<file path="config.mk">
export PLATFORM = sky130hd
export DESIGN_NAME = pnv_top
export DESIGN_NICKNAME = d
export VERILOG_FILES = /design/src/rtl/pnv_store_mem.v /design/src/rtl/pnv_tap_decode.v /design/src/rtl/pnv_top.v
export VERILOG_INCLUDE_DIRS = /design/src /design/src/rtl
export SDC_FILE = /design/constraint.sdc
export NUM_CORES = 2
export LEC_CHECK = 0
export ABC_CLOCK_PERIOD_IN_PS = 17850
export BUFFER_PORTS_ARGS = -buffer_cell sky130_fd_sc_hd__clkbuf_2
export CORE_MARGIN = 5
export CORE_UTILIZATION = 30
export CTS_CLUSTER_DIAMETER = 30
export DETAILED_ROUTE_END_ITERATION = 8
export PLACE_DENSITY = 0.56
export SLEW_MARGIN = 20
export SYNTH_ARGS = -nofsm -noshare
export SYNTH_HDL_FRONTEND = slang
export SYNTH_HIERARCHICAL = 1
export SYNTH_SLANG_ARGS = --single-unit
</file>
<file path="constraint.sdc">
create_clock -name ref_clk -period 17.85 [get_ports ref_clk]
set_clock_uncertainty 0.05 [all_clocks]
set_input_delay 0.8925 -clock ref_clk [delete_from_list [all_inputs] [get_ports ref_clk]]
set_output_delay 0.8925 -clock ref_clk [all_outputs]
set_load 0.02 [all_outputs]
</file>
<file path="src/rtl/pnv_defs.vh">
// constants for the potentiometer nonvolatile store and serial command block
`ifndef PNV_DEFS_VH
`define PNV_DEFS_VH
// opcodes (frame bits 15:12)
`define PNV_OP_NOP 4'h0
`define PNV_OP_RECALL1 4'h1
`define PNV_OP_SAVE 4'h2
`define PNV_OP_USER_STORE 4'h3
`define PNV_OP_RSHIFT1 4'h4
`define PNV_OP_RSHIFT_ALL 4'h5
`define PNV_OP_DEC1 4'h6
`define PNV_OP_DEC_ALL 4'h7
`define PNV_OP_RECALL_ALL 4'h8
`define PNV_OP_NV_READ 4'h9
`define PNV_OP_WIPER_READ 4'ha
`define PNV_OP_WIPER_WRITE 4'hb
`define PNV_OP_LSHIFT1 4'hc
`define PNV_OP_LSHIFT_ALL 4'hd
`define PNV_OP_INC1 4'he
`define PNV_OP_INC_ALL 4'hf
// frame field positions
`define PNV_OPC_HI 15
`define PNV_OPC_LO 12
`define PNV_ADR_HI 11
`define PNV_ADR_LO 8
`define PNV_FRAME_BITS 16
// store locations and wiper register addresses
`define PNV_LOC_WIPER1 4'h0
`define PNV_LOC_WIPER2 4'h1
`define PNV_LOC_SPARE_FIRST 4'h2
`define PNV_LOC_SPARE_LAST 4'hf
`define PNV_WREG_WIPER1 1'b0
`define PNV_WREG_WIPER2 1'b1
// values
`define PNV_MIDSCALE 8'h80
`define PNV_FULLSCALE 8'hff
`define PNV_STORE_RESET 8'h80
`define PNV_TAPS 256
`endif

</file>
<file path="src/rtl/pnv_store_mem.v">
// sixteen-byte nonvolatile store with registered read port
`timescale 1ns/10ps
`include "pnv_defs.vh"
module pnv_store_mem (
  input wire clk, // block clock
  input wire rst, // async reset, active high
  input wire wr_en, // write strobe
  input wire [3:0] wr_addr, // write location
  input wire [7:0] wr_data, // write byte
  input wire [3:0] rd_addr, // read location
  output reg [7:0] rd_data, // registered read byte
  output reg [7:0] preset1, // location 0, read continuously
  output reg [7:0] preset2 // location 1, read continuously
);
  reg [7:0] mem [0:15];
  integer i;

  // storage cells; reset stands in for the factory-programmed content
  always @(posedge clk or posedge rst) begin
    if (rst) begin
      for (i = 0; i < 16; i = i + 1) begin
        mem[i] <= `PNV_STORE_RESET;
      end
    end else if (wr_en) begin
      mem[wr_addr] <= wr_data;
    end
  end

  // read and preset taps come out of registers
  always @(posedge clk or posedge rst) begin
    if (rst) begin
      rd_data <= 8'h00;
      preset1 <= `PNV_STORE_RESET;
      preset2 <= `PNV_STORE_RESET;
    end else begin
      rd_data <= mem[rd_addr];
      preset1 <= mem[`PNV_LOC_WIPER1];
      preset2 <= mem[`PNV_LOC_WIPER2];
    end
  end
endmodule

</file>
<file path="src/rtl/pnv_tap_decode.v">
// one-hot tap switch decode for one wiper channel
`timescale 1ns/10ps
module pnv_tap_decode (
  input wire clk, // block clock
  input wire rst, // async reset, active high
  input wire [7:0] wiper, // wiper position value
  output reg [255:0] tap_on, // exactly one tap switch on
  output reg terminal_a_end_switch, // end switch, always on
  output reg terminal_b_end_switch // end switch, always on
);
  // registered so the switch lines never glitch through two taps
  always @(posedge clk or posedge rst) begin
    if (rst) begin
      tap_on <= 256'h1;
      terminal_a_end_switch <= 1'b1;
      terminal_b_end_switch <= 1'b1;
    end else begin
      tap_on <= 256'h1 << wiper;
      terminal_a_end_switch <= 1'b1;
      terminal_b_end_switch <= 1'b1;
    end
  end
endmodule

</file>
<file path="src/rtl/pnv_top.v">
// serial command decode, wiper registers, store access and recall
`timescale 1ns/10ps
`include "pnv_defs.vh"
module pnv_top (
  input wire ref_clk, // 10 MHz block clock
  input wire rst, // async reset, active high (power-on recall)
  input wire sclk, // serial shift clock pin
  input wire cs_n, // chip select pin, active low
  input wire sdi, // serial data in pin
  output reg sdo_q, // serial data out
  output reg [7:0] wiper1_q, // wiper 1 position register
  output reg [7:0] wiper2_q, // wiper 2 position register
  output reg read_mode_q, // elevated read-mode power state
  output reg [255:0] tap1_q, // wiper 1 tap switches
  output reg [255:0] tap2_q, // wiper 2 tap switches
  output reg end_sw_a_q, // terminal a end switches on
  output reg end_sw_b_q // terminal b end switches on
);
  localparam ST_BOOT = 3'b001;
  localparam ST_RUN = 3'b010;
  localparam ST_RECALL = 3'b100;

  reg [2:0] state_q, state_d;
  reg [1:0] sclk_s, cs_s, sdi_s;
  reg sclk_p, cs_p;
  reg [15:0] shreg_q;
  reg [4:0] nbits_q;
  reg recall_sel_q; // 1: both wipers, 0: one wiper
  reg recall_adr_q;
  reg mem_we;
  reg [3:0] mem_wa;
  reg [7:0] mem_wd;
  reg [3:0] mem_ra;
  reg pend_read_q;
  wire [7:0] mem_rd, pre1, pre2;
  wire [255:0] t1, t2;
  wire a1, b1, a2, b2;
  wire sclk_rise, sclk_fall, cs_rise, cs_fall;
  wire [3:0] opc, adr;
  wire [7:0] dat;

  // right shift: exact for even codes, low bit dropped for odd
  function [7:0] rshift;
    input [7:0] v;
    begin
      rshift = {1'b0, v[7:1]};
    end
  endfunction

  // left shift with zero to one and clamp at midscale or above
  function [7:0] lshift;
    input [7:0] v;
    begin
      if (v == 8'h00) begin
        lshift = 8'h01;
      end else if (v >= `PNV_MIDSCALE) begin
        lshift = `PNV_FULLSCALE;
      end else begin
        lshift = {v[6:0], 1'b0};
      end
    end
  endfunction

  function [7:0] incr;
    input [7:0] v;
    begin
      incr = (v == `PNV_FULLSCALE) ? v : v + 8'h01;
    end
  endfunction

  function [7:0] decr;
    input [7:0] v;
    begin
      decr = (v == 8'h00) ? v : v - 8'h01;
    end
  endfunction

  // pins are foreign to ref_clk: two flops before any logic looks
  always @(posedge ref_clk or posedge rst) begin
    if (rst) begin
      sclk_s <= 2'b00;
      cs_s <= 2'b11;
      sdi_s <= 2'b00;
      sclk_p <= 1'b0;
      cs_p <= 1'b1;
    end else begin
      sclk_s <= {sclk_s[0], sclk};
      cs_s <= {cs_s[0], cs_n};
      sdi_s <= {sdi_s[0], sdi};
      sclk_p <= sclk_s[1];
      cs_p <= cs_s[1];
    end
  end

  assign sclk_rise = sclk_s[1] & ~sclk_p;
  assign sclk_fall = ~sclk_s[1] & sclk_p;
  assign cs_rise = cs_s[1] & ~cs_p;
  assign cs_fall = ~cs_s[1] & cs_p;
  assign opc = shreg_q[`PNV_OPC_HI:`PNV_OPC_LO];
  assign adr = shreg_q[`PNV_ADR_HI:`PNV_ADR_LO];
  assign dat = shreg_q[7:0];

  pnv_store_mem u_mem (
    .clk(ref_clk),
    .rst(rst),
    .wr_en(mem_we),
    .wr_addr(mem_wa),
    .wr_data(mem_wd),
    .rd_addr(mem_ra),
    .rd_data(mem_rd),
    .preset1(pre1),
    .preset2(pre2)
  );

  pnv_tap_decode u_tap1 (
    .clk(ref_clk),
    .rst(rst),
    .wiper(wiper1_q),
    .tap_on(t1),
    .terminal_a_end_switch(a1),
    .terminal_b_end_switch(b1)
  );

  pnv_tap_decode u_tap2 (
    .clk(ref_clk),
    .rst(rst),
    .wiper(wiper2_q),
    .tap_on(t2),
    .terminal_a_end_switch(a2),
    .terminal_b_end_switch(b2)
  );

  // store write steering only at frame end; the read port address follows the frame address field always
  always @* begin
    mem_we = 1'b0;
    mem_wa = adr;
    mem_wd = dat;
    mem_ra = adr;
    // a short frame must not touch the store either
    if (state_q == ST_RUN && cs_rise && nbits_q == 5'h10) begin
      case (opc)
        `PNV_OP_SAVE: begin
          mem_we = 1'b1;
          mem_wa = {3'b000, adr[0]};
          mem_wd = adr[0] ? wiper2_q : wiper1_q;
        end
        `PNV_OP_USER_STORE: begin
          mem_we = 1'b1;
        end
        default: begin
          mem_we = 1'b0;
        end
      endcase
    end
  end

  // boot recall waits one cycle for the preset taps to settle
  always @* begin
    case (state_q)
      ST_BOOT: state_d = ST_RECALL;
      ST_RUN: begin
        if (cs_rise && nbits_q == 5'h10 &&
            (opc == `PNV_OP_RECALL1 || opc == `PNV_OP_RECALL_ALL)) begin
          state_d = ST_RECALL;
        end else begin
          state_d = ST_RUN;
        end
      end
      ST_RECALL: state_d = ST_RUN;
      default: state_d = ST_BOOT;
    endcase
  end

  // command execution and serial register
  always @(posedge ref_clk or posedge rst) begin
    if (rst) begin
      state_q <= ST_BOOT;
      shreg_q <= 16'h0000;
      nbits_q <= 5'h00;
      wiper1_q <= 8'h00;
      wiper2_q <= 8'h00;
      read_mode_q <= 1'b0;
      recall_sel_q <= 1'b1;
      recall_adr_q <= 1'b0;
      pend_read_q <= 1'b0;
      sdo_q <= 1'b0;
    end else begin
      state_q <= state_d;
      pend_read_q <= 1'b0;
      if (cs_fall) begin
        nbits_q <= 5'h00;
      end
      if (!cs_s[1] && sclk_rise) begin
        shreg_q <= {shreg_q[14:0], sdi_s[1]};
        if (nbits_q != 5'h10) begin
          nbits_q <= nbits_q + 5'h01;
        end
      end
      if (!cs_s[1] && sclk_fall) begin
        sdo_q <= shreg_q[15];
      end
      if (state_q == ST_RECALL) begin
        if (recall_sel_q || !recall_adr_q) begin
          wiper1_q <= pre1;
        end
        if (recall_sel_q || recall_adr_q) begin
          wiper2_q <= pre2;
        end
      end
      if (pend_read_q) begin
        shreg_q <= {shreg_q[15:8], mem_rd};
      end
      // short frames are dropped as incomplete
      if (state_q == ST_RUN && cs_rise && nbits_q == 5'h10) begin
        case (opc)
          `PNV_OP_NOP: read_mode_q <= 1'b0;
          `PNV_OP_RECALL1: begin
            recall_sel_q <= 1'b0;
            recall_adr_q <= adr[0];
            read_mode_q <= 1'b1;
          end
          `PNV_OP_RECALL_ALL: recall_sel_q <= 1'b1;
          `PNV_OP_NV_READ: pend_read_q <= 1'b1;
          `PNV_OP_WIPER_READ: begin
            shreg_q <= {shreg_q[15:8],
              adr[0] ? wiper2_q : wiper1_q};
          end
          `PNV_OP_WIPER_WRITE: begin
            if (adr[0] == `PNV_WREG_WIPER1) begin
              wiper1_q <= dat;
            end else begin
              wiper2_q <= dat;
            end
          end
          `PNV_OP_RSHIFT1: begin
            if (adr[0]) wiper2_q <= rshift(wiper2_q);
            else wiper1_q <= rshift(wiper1_q);
          end
          `PNV_OP_RSHIFT_ALL: begin
            wiper1_q <= rshift(wiper1_q);
            wiper2_q <= rshift(wiper2_q);
          end
          `PNV_OP_LSHIFT1: begin
            if (adr[0]) wiper2_q <= lshift(wiper2_q);
            else wiper1_q <= lshift(wiper1_q);
          end
          `PNV_OP_LSHIFT_ALL: begin
            wiper1_q <= lshift(wiper1_q);
            wiper2_q <= lshift(wiper2_q);
          end
          `PNV_OP_DEC1: begin
            if (adr[0]) wiper2_q <= decr(wiper2_q);
            else wiper1_q <= decr(wiper1_q);
          end
          `PNV_OP_DEC_ALL: begin
            wiper1_q <= decr(wiper1_q);
            wiper2_q <= decr(wiper2_q);
          end
          `PNV_OP_INC1: begin
            if (adr[0]) wiper2_q <= incr(wiper2_q);
            else wiper1_q <= incr(wiper1_q);
          end
          `PNV_OP_INC_ALL: begin
            wiper1_q <= incr(wiper1_q);
            wiper2_q <= incr(wiper2_q);
          end
          default: read_mode_q <= read_mode_q;
        endcase
      end
    end
  end

  // switch outputs re-registered so every top output is a flop
  always @(posedge ref_clk or posedge rst) begin
    if (rst) begin
      tap1_q <= 256'h1;
      tap2_q <= 256'h1;
      end_sw_a_q <= 1'b1;
      end_sw_b_q <= 1'b1;
    end else begin
      tap1_q <= t1;
      tap2_q <= t2;
      end_sw_a_q <= a1 & a2;
      end_sw_b_q <= b1 & b2;
    end
  end
endmodule

</file>
==> results.txt <==
Peak Freq: 245 MHz
Status: complete, no violations
Total GRT Usage: 16.1%
Resized cells post-CTS: 0
Distinct cell type count after synthesis: 101
Row cnt: 137
WHS: 0.111 ns
CTS tree: done
TNS Setup: 0 ns
Initial antenna violation count: 1
DRT Wirelength: 119 mm
Chip height: 383 um
Placed insts: 5119
Final Setup Violations: 0
Synthesized flop and latch total: 1231
Clk_lat worst skew: 0.84 ns
Area Growth Syn to Fin: 30.9%
Nets: 3488
Initial Util: 30.1%
Drt first pass iters: 5
Yosys top cell by area: dfrtp_1
Clk root buf: clkbuf_16
Unrepaired setup endpoints after global routing: no
Post-CTS setup buffers: 0
Slew margin rel.: 27.7%
Total power: 7620 uW
Worst vdd ir: 0.0928 mV
Part of the Yosys area used for sequential elements: 73.7%
Ys async rst share: 100%
Clk sink count: 1231
Pleak: 0.0269 uW
Period utilisation layout: 22.8%
Seq. cell area: 0.0309 mm^2
H-Tree Depth: 4
Die footprint: 0.147 mm^2
Via density: 4.62
Post-synth EDFFs: 0
Commonest cells post-synth: dfrtp_1 (1202), nor2_1 (474), mux2_2 (134), buf_2 (95), clkbuf_1 (87)
Clock transition at path regs: 0.05 ns
Pwr Density: 139 mW/mm^2
Dpl ws: 13.73 ns
Slew Limit Fails: 0
Mapped Cells: 2888
Final setup margin: 13.78 ns
Worst Path Required: 18.51 ns
Synthesis Warnings: 6
Layout cell share with drive strength beyond 1: 35.1%
CP arrival: 4.74 ns
Largest net degree at the start of global routing: 158
Final Non-Filler Cells: 5560
I/O Buffers: 536
R2r setup slk: 13.78 ns
Synth top area share: 71.9%
TritonCTS Buffers: 230
ANT cells: 0
Fill count: 12829
Post-Syn Area per Cell: 14.5 um^2
Global route overflow: 0
DP Wirelength: 76.2 mm
Worst Hold Class: in -> reg
Vias post-DR: 25705
Area taken by multi-input logic gates: 0.00979 mm^2
Min cycle time layout: 4.07 ns
Dominant cells by area after synthesis: dfrtp_1 (72%), nor2_1 (4.3%), mux2_2 (3.6%)
Clock Path Buffers: 3
Cts hold-fix bufs: 0
Top-count cell post-synth: dfrtp_1
Worst Setup Start Kind: flop
Die Wd: 383 um
Iter 0 DRT Violations: 1727
Drt drc: 0
Max cap viols: 0
WL/cell: 21.3 um
Main flop type after synthesis: dfrtp_1
CP Max Fanout: 18
Slew of the pin with the lowest slew margin: 1.08 ns
Number of global-route vias before repair: 27411
Routability congestion estimate: 0.819
Critical path class: reg -> reg
I/O pin total: 537
Post-route ant nets: 0
Final Hold Viols: 0
Core Region: 0.139 mm^2
First-pass GRT wire length: 180 mm
Mapped cell area: 0.0418 mm^2
Crit path capture type: flop
[report_power, final]
group | leakage [uW] | internal [uW] | switching, uW
clock network | 0.00415 | 3120 | 1540
registers | 0.0170 | 2800 | 20.4
logic | 0.00567 | 30.1 | 107
total | 0.0269 | 5950 | 1670
[cells by family after synthesis]
kind of cell	after synthesis	share of synthesized area, %
XOR/XNOR	9	0.188
AO/OA/AOI/OAI	232	3.68
adder cells (fa/ha/maj)	8	0.239
flip-flops	1231	73.7
multiplexers	205	6.36
buffers and inverters	242	2.94
other	2	0.0179
AND/OR/NAND/NOR	959	12.9
[path summary, 6_finish.rpt]
check                                            end  depth (start not counted)                   startpoint
hold / removal                    sdi_s[0]$_DFF_PP0_                          1                          sdi
setup / recovery           u_mem/mem[96]$_DFFE_PP0P_                          9         nbits_q[0]$_DFF_PP0_
max in group asynchronous      tap1_q[204]$_DFF_PP0_                          4                          rst
min in group asynchronous      tap1_q[133]$_DFF_PP0_                          2                          rst
setup reg to reg           u_mem/mem[96]$_DFFE_PP0P_                          9         nbits_q[0]$_DFF_PP0_
hold reg to reg                 tap1_q[75]$_DFF_PP0_                          0  u_tap1/tap_on[75]$_DFF_PP0_
[area by class of cell]
| class | instances | area share, % |
|---|---|---|
| flip-flops and latches | 1231 | 56.3 |
| repair buffers | 578 | 5.52 |
| well taps | 1876 | 4.28 |
| multi-input cells | 1417 | 17.9 |
| clock buffers | 273 | 11.3 |
| clock inverters | 168 | 4.54 |
| inverters | 17 | 0.167 |
[flip-flops by register name, summed over array words and instances, names as in the netlist, 8 cells and up]
register,count
tap2_q,256
wiper2_q,8
shreg_q,16
u_mem/mem,128
wiper1_q,8
u_tap1/tap_on,256
u_mem/rd_data,8
tap1_q,256
u_mem/preset2,8
u_mem/preset1,8
u_tap2/tap_on,256
[layer usage]
metal	routed length (um)	track usage, %	up-vias
met5	0	0	-
met3	6680	3.56	173
met2	58300	26.1	841
met1	50000	21.1	13522
met4	3620	6.14	0
li1	-	-	11169
[cell usage in the layout (no fill, tap or decap), types with 32 or more instances in the layout]
master / count
dfrtp_1: 1184
mux2_2: 134
buf_4: 37
o21ai_0: 51
nor2_1: 474
a21oi_1: 48
bufinv_16: 42
mux4_2: 32
nand4bb_1: 48
clkbuf_16: 231
nand2_1: 76
clkbuf_2: 536
nor3_1: 73
nor4_1: 38
[per-stage QoR]
stage | cell area (um^2) | util, %
final | 54800 | 39.4
after global routing | 54800 | 39.4
after CTS | 54800 | 39.4
after detailed placement | 46100 | 33.2
after global placement | 46100 | 33.2
after floorplan | 41900 | -
[worst max-delay path: stages, from the launching register on]
cell and delay, ns:
dfrtp_1 0.41, inv_1 0.07, ha_1 0.15, nand4bb_2 0.19, or3_1 0.54, nor4_4 0.85, nor2b_1 0.34, nand2b_1 0.32
nor3_2 0.64, mux2_2 0.41
(Power assumes the default switching activity.)
